===== src/design/sds_pkg.sv =====
package sds_pkg;
  // Clock and timing base
  localparam longint unsigned CLK_HZ = 200_000_000;
  localparam longint unsigned CYC_PER_MS = CLK_HZ / 1000;
  localparam longint unsigned IDENT_MS = 1000;
  localparam longint unsigned VERSION_MS = 2000;
  localparam longint unsigned STARTUP_MS = 1000;
  localparam longint unsigned ALT_MS = 1000;
  localparam longint unsigned THERM_LOW_MIN = 120;
  localparam longint unsigned THERM_HIGH_MIN = 1;
  localparam longint unsigned MS_PER_MIN = 60_000;
  localparam int SEQ_W = 32;
  localparam int THERM_W = 48;

  // Speed limits, in tenths of rpm
  localparam int SPD_W = 20;
  localparam logic [19:0] SPD_RANGE_MAX = 20'h9_FFF6;
  localparam logic [19:0] SPD_NOFRAC_MIN = 20'h1_86A0;
  localparam logic [15:0] MAXSPD_FRAC_LIM = 16'h0064;

  // Register byte offsets
  localparam logic [3:0] REG_CTRL = 4'h0;
  localparam logic [3:0] REG_MAXSPD = 4'h4;
  localparam logic [3:0] REG_STATUS = 4'h8;
  localparam logic [3:0] REG_DETAIL = 4'hC;
  localparam int CTRL_MODE_LSB = 0;
  localparam int CTRL_LOCATE_BIT = 8;
  localparam int STAT_PHASE_LSB = 12;
  localparam int STAT_SHUT_BIT = 14;
  localparam logic [5:0] CTRL_MODE_RST = 6'h00;
  localparam logic [15:0] MAXSPD_RST = 16'h0BB8;

  // Condition indices, in display order
  localparam int NCOND = 11;
  localparam int C_LOCATE = 0;
  localparam int C_CALIB = 1;
  localparam int C_INTERNAL = 2;
  localparam int C_DEFAULT = 3;
  localparam int C_RANGE = 4;
  localparam int C_THERMAL = 5;
  localparam int C_CHCMP = 6;
  localparam int C_TOOTH = 7;
  localparam int C_PROBE = 8;
  localparam int C_TRIPSW = 9;
  localparam int C_BIAS = 10;

  typedef enum logic [1:0] {
    ST_IDENT = 2'b00,
    ST_VERSION = 2'b01,
    ST_STARTUP = 2'b10,
    ST_RUN = 2'b11
  } sds_state_t;

  // Display content codes; condition messages start at MSG_COND_BASE
  localparam logic [3:0] MSG_SPEED = 4'h0;
  localparam logic [3:0] MSG_IDENT_TEXT = 4'h1;
  localparam logic [3:0] MSG_VERSION = 4'h2;
  localparam logic [3:0] MSG_POWER_UP = 4'h3;
  localparam logic [3:0] MSG_COND_BASE = 4'h4;
endpackage : sds_pkg


===== src/design/sds_top.sv =====
`timescale 1ns/1ps
module sds_top #(
  parameter logic [31:0] IDENT_CYC =
    32'(sds_pkg::IDENT_MS * sds_pkg::CYC_PER_MS),
  parameter logic [31:0] VERSION_CYC =
    32'(sds_pkg::VERSION_MS * sds_pkg::CYC_PER_MS),
  parameter logic [31:0] STARTUP_CYC =
    32'(sds_pkg::STARTUP_MS * sds_pkg::CYC_PER_MS),
  parameter logic [31:0] ALT_CYC =
    32'(sds_pkg::ALT_MS * sds_pkg::CYC_PER_MS),
  parameter logic [47:0] THERM_LOW_CYC = 48'(sds_pkg::THERM_LOW_MIN *
    sds_pkg::MS_PER_MIN * sds_pkg::CYC_PER_MS),
  parameter logic [47:0] THERM_HIGH_CYC = 48'(sds_pkg::THERM_HIGH_MIN *
    sds_pkg::MS_PER_MIN * sds_pkg::CYC_PER_MS),
  // Arbitrary firmware version code
  parameter logic [19:0] FW_VERSION = 20'h0_0123,
  parameter int NFUNC = 6
) (
  input wire logic clk,
  input wire logic srst,
  input wire logic [3:0] avs_address,
  input wire logic avs_read,
  input wire logic avs_write,
  input wire logic [31:0] avs_writedata,
  input wire logic [3:0] avs_byteenable,
  output logic [31:0] avs_readdata,
  output logic avs_waitrequest,
  input wire logic [19:0] speedTenths,
  input wire logic calibFault,
  input wire logic internalFault,
  input wire logic defaultConfig,
  input wire logic tempAboveLow,
  input wire logic tempAboveHigh,
  input wire logic analogMismatch,
  input wire logic pulseFault,
  input wire logic [7:0] pulseDetail,
  input wire logic probeVoltFault,
  input wire logic relayUnsafe,
  input wire logic relayCheckFail,
  input wire logic biasFault,
  input wire logic tripActive,
  input wire logic [NFUNC-1:0] funcCond,
  output logic [3:0] dispMsg,
  output logic [19:0] dispValue,
  output logic dispFrac,
  output logic shutdown,
  output logic chanOkLed,
  output logic tripLed,
  output logic [NFUNC-1:0] funcLed,
  output logic [NFUNC-1:0] funcOut
);

  sds_pkg::sds_state_t state;
  sds_pkg::sds_state_t next_state;
  logic [31:0] seqCnt;
  logic [31:0] altCnt;
  logic [47:0] thermLowCnt;
  logic [47:0] thermHighCnt;
  logic [NFUNC-1:0] outMode;
  logic locateReq;
  logic [15:0] maxSpeed;
  logic thermalLatch;
  logic chcmpLatch;
  logic toothLatch;
  logic relayLatch;
  logic showMsg;
  logic [3:0] msgIdx;

  // Sequencer timing; counter restarts on each phase change and on reset
  wire logic [31:0] phaseLen = (state == sds_pkg::ST_IDENT) ? IDENT_CYC :
    (state == sds_pkg::ST_VERSION) ? VERSION_CYC : STARTUP_CYC;
  wire logic phaseDone = (state != sds_pkg::ST_RUN) &&
    (seqCnt == phaseLen - 32'h0000_0001);
  wire logic inRun = (state == sds_pkg::ST_RUN);
  wire logic startupEnd = (state == sds_pkg::ST_STARTUP) && phaseDone;

  always_comb
  begin
    next_state = state;
    case (state)
      sds_pkg::ST_IDENT: if (phaseDone) next_state = sds_pkg::ST_VERSION;
      sds_pkg::ST_VERSION: if (phaseDone) next_state = sds_pkg::ST_STARTUP;
      sds_pkg::ST_STARTUP: if (phaseDone) next_state = sds_pkg::ST_RUN;
      sds_pkg::ST_RUN: next_state = sds_pkg::ST_RUN;
      default: next_state = sds_pkg::ST_IDENT;
    endcase
  end

  // Phase register and phase cycle counter
  always_ff @(posedge clk)
  begin
    if (srst)
    begin
      state <= sds_pkg::ST_IDENT;
      seqCnt <= 32'h0000_0000;
    end
    else
    begin
      state <= next_state;
      seqCnt <= (phaseDone || inRun) ? 32'h0000_0000 :
        seqCnt + 32'h0000_0001;
    end
  end

  // Heat timers count continuous time above each threshold
  wire logic thermTrip = (tempAboveLow &&
    thermLowCnt == THERM_LOW_CYC - 48'h0000_0000_0001) ||
    (tempAboveHigh && thermHighCnt == THERM_HIGH_CYC - 48'h0000_0000_0001);

  always_ff @(posedge clk)
  begin
    if (srst)
    begin
      thermLowCnt <= 48'h0000_0000_0000;
      thermHighCnt <= 48'h0000_0000_0000;
    end
    else
    begin
      thermLowCnt <= tempAboveLow ?
        thermLowCnt + 48'h0000_0000_0001 : 48'h0000_0000_0000;
      thermHighCnt <= tempAboveHigh ?
        thermHighCnt + 48'h0000_0000_0001 : 48'h0000_0000_0000;
    end
  end

  // Switch-off faults latch until reset; a powered-off channel stays off
  always_ff @(posedge clk)
  begin
    if (srst)
    begin
      thermalLatch <= 1'b0;
      chcmpLatch <= 1'b0;
      toothLatch <= 1'b0;
      relayLatch <= 1'b0;
    end
    else
    begin
      thermalLatch <= thermalLatch || thermTrip;
      chcmpLatch <= chcmpLatch || (inRun && analogMismatch);
      toothLatch <= toothLatch || (inRun && pulseFault);
      relayLatch <= relayLatch || (startupEnd && relayUnsafe) ||
        (inRun && relayCheckFail);
    end
  end

  // Condition vector in fixed display order
  wire logic [sds_pkg::NCOND-1:0] cond = {
    biasFault,
    relayLatch,
    probeVoltFault,
    toothLatch,
    chcmpLatch,
    thermalLatch,
    speedTenths > sds_pkg::SPD_RANGE_MAX,
    defaultConfig,
    internalFault,
    calibFault,
    locateReq
  };
  wire logic anyCond = |cond;
  wire logic offState = thermalLatch || chcmpLatch || toothLatch;

  // Next active condition after the current one, wrapping around
  function automatic logic [3:0] sds_next_idx(
    input logic [sds_pkg::NCOND-1:0] mask,
    input logic [3:0] cur
  );
    logic [3:0] res;
    logic found;
    int k;
    res = cur;
    found = 1'b0;
    for (int i = 1; i <= sds_pkg::NCOND; i++)
    begin
      k = (int'(cur) + i) % sds_pkg::NCOND;
      if (!found && mask[k])
      begin
        res = 4'(k);
        found = 1'b1;
      end
    end
    return res;
  endfunction : sds_next_idx

  wire logic altWrap = (altCnt == ALT_CYC - 32'h0000_0001);
  wire logic [3:0] pickIdx = sds_next_idx(cond, msgIdx);

  // Alternation: speed slot, then next message slot, at a fixed period
  always_ff @(posedge clk)
  begin
    if (srst)
    begin
      altCnt <= 32'h0000_0000;
      showMsg <= 1'b0;
      msgIdx <= 4'(sds_pkg::NCOND - 1);
    end
    else if (!inRun || !anyCond)
    begin
      altCnt <= 32'h0000_0000;
      showMsg <= 1'b0;
    end
    else if (showMsg && !cond[msgIdx])
    begin
      showMsg <= 1'b0; // Message cleared: fall back to speed at once
      altCnt <= 32'h0000_0000;
    end
    else if (altWrap)
    begin
      altCnt <= 32'h0000_0000;
      showMsg <= !showMsg;
      if (!showMsg)
        msgIdx <= pickIdx;
    end
    else
      altCnt <= altCnt + 32'h0000_0001;
  end

  // Speed formatting: tenths kept only for slow machines and low speeds
  wire logic fracOk = (maxSpeed < sds_pkg::MAXSPD_FRAC_LIM) &&
    (speedTenths < sds_pkg::SPD_NOFRAC_MIN);
  wire logic [19:0] wholeRpm = speedTenths / 20'h0_000A;
  wire logic [19:0] speedShown = fracOk ? speedTenths : wholeRpm;

  // Display selection per phase
  wire logic [3:0] curMsg =
    (state == sds_pkg::ST_IDENT) ? sds_pkg::MSG_IDENT_TEXT :
    (state == sds_pkg::ST_VERSION) ? sds_pkg::MSG_VERSION :
    (state == sds_pkg::ST_STARTUP) ? sds_pkg::MSG_POWER_UP :
    showMsg ? sds_pkg::MSG_COND_BASE + msgIdx : sds_pkg::MSG_SPEED;
  wire logic [19:0] curValue =
    (state == sds_pkg::ST_VERSION) ? FW_VERSION :
    inRun ? speedShown : 20'h0_0000;

  // LED and output logic; LEDs held off until run and while off, outputs then at outMode level
  wire logic liveOut = inRun && !offState;
  wire logic [NFUNC-1:0] next_funcLed = liveOut ? funcCond : '0;
  wire logic next_chanOk = liveOut && !anyCond;
  wire logic next_trip = liveOut && tripActive;

  // Front outputs, all registered
  always_ff @(posedge clk)
  begin
    if (srst)
    begin
      dispMsg <= sds_pkg::MSG_IDENT_TEXT;
      dispValue <= 20'h0_0000;
      dispFrac <= 1'b0;
      shutdown <= 1'b0;
      chanOkLed <= 1'b0;
      tripLed <= 1'b0;
    end
    else
    begin
      dispMsg <= curMsg;
      dispValue <= curValue;
      dispFrac <= inRun && fracOk;
      shutdown <= offState;
      chanOkLed <= next_chanOk;
      tripLed <= next_trip;
    end
  end

  // One LED and one electrical output per function channel
  for (genvar g = 0; g < NFUNC; g++)
  begin : gFunc
    always_ff @(posedge clk)
    begin
      if (srst)
      begin
        funcLed[g] <= 1'b0;
        funcOut[g] <= 1'b0;
      end
      else
      begin
        funcLed[g] <= next_funcLed[g];
        funcOut[g] <= next_funcLed[g] ^ outMode[g];
      end
    end
  end

  // Avalon slave: one wait cycle, then the access completes
  wire logic busReq = avs_read || avs_write;
  wire logic busDone = busReq && !avs_waitrequest;
  wire logic wrCtrl = busDone && avs_write && avs_address == sds_pkg::REG_CTRL;
  wire logic wrMax = busDone && avs_write && avs_address == sds_pkg::REG_MAXSPD;
  wire logic [31:0] statusWord = {17'h0_0000, offState,
    2'(state), 1'b0, cond};
  wire logic [31:0] rdMux =
    (avs_address == sds_pkg::REG_CTRL) ?
      {23'h00_0000, locateReq, 2'h0, outMode} :
    (avs_address == sds_pkg::REG_MAXSPD) ? {16'h0000, maxSpeed} :
    (avs_address == sds_pkg::REG_STATUS) ? statusWord :
    (avs_address == sds_pkg::REG_DETAIL) ? {24'h00_0000, pulseDetail} :
    32'h0000_0000;

  always_ff @(posedge clk)
  begin
    if (srst)
    begin
      avs_waitrequest <= 1'b1;
      avs_readdata <= 32'h0000_0000;
    end
    else
    begin
      avs_waitrequest <= !(busReq && avs_waitrequest);
      avs_readdata <= (busReq && avs_waitrequest) ? rdMux : avs_readdata;
    end
  end

  // Configuration registers; only the bus writes them
  always_ff @(posedge clk)
  begin
    if (srst)
    begin
      outMode <= sds_pkg::CTRL_MODE_RST;
      locateReq <= 1'b0;
      maxSpeed <= sds_pkg::MAXSPD_RST;
    end
    else
    begin
      if (wrCtrl && avs_byteenable[0])
        outMode <= avs_writedata[5:0];
      if (wrCtrl && avs_byteenable[1])
        locateReq <= avs_writedata[sds_pkg::CTRL_LOCATE_BIT];
      if (wrMax && avs_byteenable[0])
        maxSpeed[7:0] <= avs_writedata[7:0];
      if (wrMax && avs_byteenable[1])
        maxSpeed[15:8] <= avs_writedata[15:8];
    end
  end
endmodule : sds_top


===== config.mk =====
export PLATFORM = sky130hd
export DESIGN_NAME = sds_top
export DESIGN_NICKNAME = d
export VERILOG_FILES = /design/src/design/sds_pkg.sv /design/src/design/sds_top.sv
export SDC_FILE = /design/constraint.sdc
export NUM_CORES = 1
export LEC_CHECK = 0
export BUFFER_PORTS_ARGS = -buffer_cell sky130_fd_sc_hd__buf_2
export CORE_MARGIN = 4
export CORE_UTILIZATION = 49
export CTS_CLUSTER_SIZE = 10
export DETAILED_ROUTE_END_ITERATION = 12
export GPL_ROUTABILITY_DRIVEN = 0
export PLACE_DENSITY = 0.74
export RECOVER_POWER = 50
export SYNTH_ARGS = -nofsm -noshare
export SYNTH_HDL_FRONTEND = slang
export SYNTH_SLANG_ARGS = --single-unit

===== constraint.sdc =====
create_clock -name clk -period 8.4 [get_ports clk]
set_clock_uncertainty 0.1 [all_clocks]
set_input_delay 0.84 -clock clk [delete_from_list [all_inputs] [get_ports clk]]
set_output_delay 0.84 -clock clk [all_outputs]
set_load 0.01 [all_outputs]

==> results.sh <==
export IMPL_root_buffer="clkbuf_16"
export IMPL_syn_area_per_cell_um2=7.948
export IMPL_antenna_left=0
export IMPL_violations="max-capacitance violations, max-slew violations"
export IMPL_clockBufferDepth=3
export IMPL_via_per_inst=6.051
export IMPL_htree_levels=1
export IMPL_drt_iter0_drc=1673
export IMPL_routed_wl_um=47320
export IMPL_core_rowCount=68
export IMPL_min_path_cells=1
export IMPL_first_pass_iters=6
export IMPL_leakagePower_nw=6.934
export IMPL_whs_endpoint="thermLowCnt[0]$_SDFF_PP0_"
export IMPL_dp_cells=2653
export IMPL_status="finished with violations"
export IMPL_r2r_start="msgIdx[1]$_SDFFE_PP1P_"
export IMPL_synthArstFlopShare_pct=0
export IMPL_initial_utilization_pct=49.56
export IMPL_power_frac_comb_pct=16.8
export IMPL_fin_ws_ps=823.3
export IMPL_fmax_ghz=0.1320
export IMPL_grt_max_degree=65
export IMPL_powerDensity_mw_per_mm2=150.7
export IMPL_cp_cell_sequence="buf_4 > inv_1 > ha_1 > xor2_1 > inv_1 > ha_1 > o31ai_1 > xnor2_1 > ha_1 > inv_1 > a21boi_0 > nor3_1 > mux2_2 > a221oi_1 > a21oi_1 > nor4_1 > nand4b_1 > nor4_1 > nor2b_1 > nor3_1 > o221a_2 > nor3_1 > nor4_1"
export IMPL_netlist_area_leader_share_pct=29.35
export IMPL_slowest_delay_ps=640
export IMPL_hold_path_class="reg2reg"
export IMPL_synth_top_cells_by_area="dfxtp_1, nor2_1, xor2_1"
export IMPL_clkTransAtPathRegs_ps=60
export IMPL_min_from="thermLowCnt[0]$_SDFF_PP0_"
export IMPL_reg2reg_depth=23
export IMPL_tns_ps=0
export IMPL_netlist_area_mm2=0.01712
export IMPL_grt_total_usage_pct=23.75
export IMPL_finalHoldViolCount=0
export IMPL_ir_drop_mv=0.1721
export IMPL_insertion_delay_ps=580
export IMPL_avgRoutedWirePerCell_um=17.55
export IMPL_final_max_slew_viol_count=151
export IMPL_tightest_slew_ps=3051
export IMPL_wl_met2_um=21580
export IMPL_die_area_mm2=0.03799
export IMPL_clock_sinks=251
export IMPL_syn_to_final_growth_pct=9.267
export IMPL_cts_buffers=30
export IMPL_cts_setup_buffers=0
export IMPL_cts_tree="yes"
export IMPL_via_count=16314
export IMPL_synth_seq_cells=251
export IMPL_sw_frac_of_total_pct=28.26
export IMPL_crit_path_start_kind="flop"
export IMPL_die_y_um=194.9
export IMPL_die_w_um=194.9
export IMPL_timing_final_crit_period_ps=7577
export IMPL_endpoint_kind="flop"
export IMPL_yosys_warnings=0
export IMPL_grt_overflow_total=0
export IMPL_grt_pass1_wl_um=76940
export IMPL_cts_resized=0
export IMPL_yosysSeqAreaShare_pct=29.35
export IMPL_antenna_found_initial=6
export IMPL_coreArea_mm2=0.03454
export IMPL_pin_count=163
export IMPL_drt_met1_wl_um=20760
export IMPL_drv_cap=3
export IMPL_final_cells=2696
export IMPL_top_layer="met5"
export IMPL_rr_endpoint="msgIdx[2]$_SDFFE_PP0P_"
export IMPL_period_share_pct=90.20
export IMPL_synth_edf_count=0
export IMPL_syn_inst=2154
export IMPL_cellInternalPower_w=0.002022
export IMPL_setup_viol=0
export IMPL_arrival_ps=7790
export IMPL_ys_types=112
export IMPL_reg2reg_slack_ps=820
export IMPL_grt_pass1_vias=15170
export IMPL_p_clk_share_pct=40.5
export IMPL_fin_nets=2369
export IMPL_switchingPower_w=0.0007965
export IMPL_fin_util_pct=54.15
export IMPL_ctsHoldBuffers=0
export IMPL_critPathKind="reg2reg"
export IMPL_drive_gt1_share_pct=8.534
export IMPL_pre_cts_slack_ps=1168
export IMPL_required_ps=8620
export IMPL_drc_errors=0
export IMPL_max_slew_margin_pct=-103.4
export IMPL_ys_flop_type="dfxtp_1"
export IMPL_io_buffers=128
export IMPL_synth_top_cell_by_area="dfxtp_1"
export IMPL_dr_wl_met3_um=3495
export IMPL_grt_setup_unrepaired="false"
export IMPL_dp_hpwl_um=34590
export IMPL_pwr_share_seq_pct=42.7
export IMPL_crit_fanout=25
export IMPL_crit_slowest_cell="nor4_1"
## layout by cell type, fill, tap and decap left out, drive strengths merged, types with 62 or more instances in the layout
master and instances:
clkbuf 99, mux2i 63, nand3 94, xnor2 72, inv 62, nor2 312
buf 77, dfxtp 251, o21ai 103, xor2 111, nand2 181, a21oi 97
## cell families (layout without fill, tap and decap cells)
kind of cell    count (synthesis)  count (layout)  synth area share [%]
simple gates                  927             927                 26.71
compound gates                466             466                 19.42
flops                         251             251                 29.35
xor+xnor                      183             183                 9.363
buf+inv                       182             248                 4.583
mux                            94              94                 6.907
fa+ha+maj                      50              50                 3.640
other cells                     1              22               0.02191
## power by group through the flow
stage / combinational (W) / clock, W / sequential, W
final: 0.000473 / 0.00114 / 0.00120
after global routing: 0.000515 / 0.00122 / 0.00120
after CTS: 0.000464 / 0.00117 / 0.00120
after detailed placement: 0.000460 / 0 / 0.00123
after global placement: 0.000448 / 0 / 0.00123
after floorplan: 0.000364 / 0 / 0.00123
## worst max-delay path: cells and delay by family (launching register included)
family,cells,cell delay [ps]
AO/OA/AOI/OAI,5,1350
XOR/XNOR,2,950
adder cells (fa/ha/maj),3,1080
buffers and inverters,4,900
flip-flops,1,300
multiplexers,1,310
AND/OR/NAND/NOR,8,2320
## synthesized netlist by cell type, drive strengths merged, types with 33 or more instances
cell and instances:
nor2 312, dfxtp 251, nand2 181, xor2 111, o21ai 103, a21oi 97
nand3 94, clkbuf 77, xnor2 72, mux2i 63, inv 62, ha 49
nor3 48, and3 44, nand4 42, buf 38, nor4 33
## registers in the layout, summed over array words and instances, names as in the netlist
register         count
funcLed              6
maxSpeed            16
avs_readdata        16
toothLatch           1
chanOkLed            1
funcOut              6
chcmpLatch           1
altCnt              32
dispValue           20
dispFrac             1
avs_waitrequest      1
tripLed              1
thermalLatch         1
state                2
thermHighCnt        48
seqCnt              32
dispMsg              4
showMsg              1
shutdown             1
thermLowCnt         48
locateReq            1
relayLatch           1
msgIdx               4
outMode              6
## stage by stage
| stage | hold slack [ps] | cell area (um2) | power, W |
|---|---|---|---|
| after detailed placement | 332.0 | 17960 | 0.001688 |
| after CTS | 339.7 | 18800 | 0.002833 |
| after global placement | 323.9 | 17960 | 0.001676 |
| final | 336.8 | 18710 | 0.002819 |
| after floorplan | 313.2 | 17190 | 0.001592 |
| after global routing | 355.1 | 18710 | 0.002934 |
## metal layers
layer	GRT usage (%)	up-vias
li1	-	7896
met5	0	-
met1	32.06	7722
met4	8.534	6
met3	4.490	105
met2	38.09	585
## how the worst max path moves through the flow
stage,start,endpoint,slack [ps]
floorplan,msgIdx[0]$_SDFFE_PP0P_,msgIdx[0]$_SDFFE_PP0P_,1960
global placement,msgIdx[1]$_SDFFE_PP1P_,msgIdx[3]$_SDFFE_PP1P_,1340
detailed placement,msgIdx[1]$_SDFFE_PP1P_,msgIdx[3]$_SDFFE_PP1P_,1170
CTS,msgIdx[1]$_SDFFE_PP1P_,msgIdx[3]$_SDFFE_PP1P_,1130
global route,msgIdx[1]$_SDFFE_PP1P_,msgIdx[2]$_SDFFE_PP0P_,330
finish,msgIdx[1]$_SDFFE_PP1P_,msgIdx[2]$_SDFFE_PP0P_,820
## final cells by class
class,instances,area (um2)
sequential,251,5025
clock inverter,5,50.05
timing repair buffer,141,648.1
tap,455,569.3
multi-input combinational,1739,11360
clock buffer,35,789.5
inverter,67,251.5
antenna,3,7.507
fill,3237,15840
No activity file was read; power rests on OpenSTA's default activity.
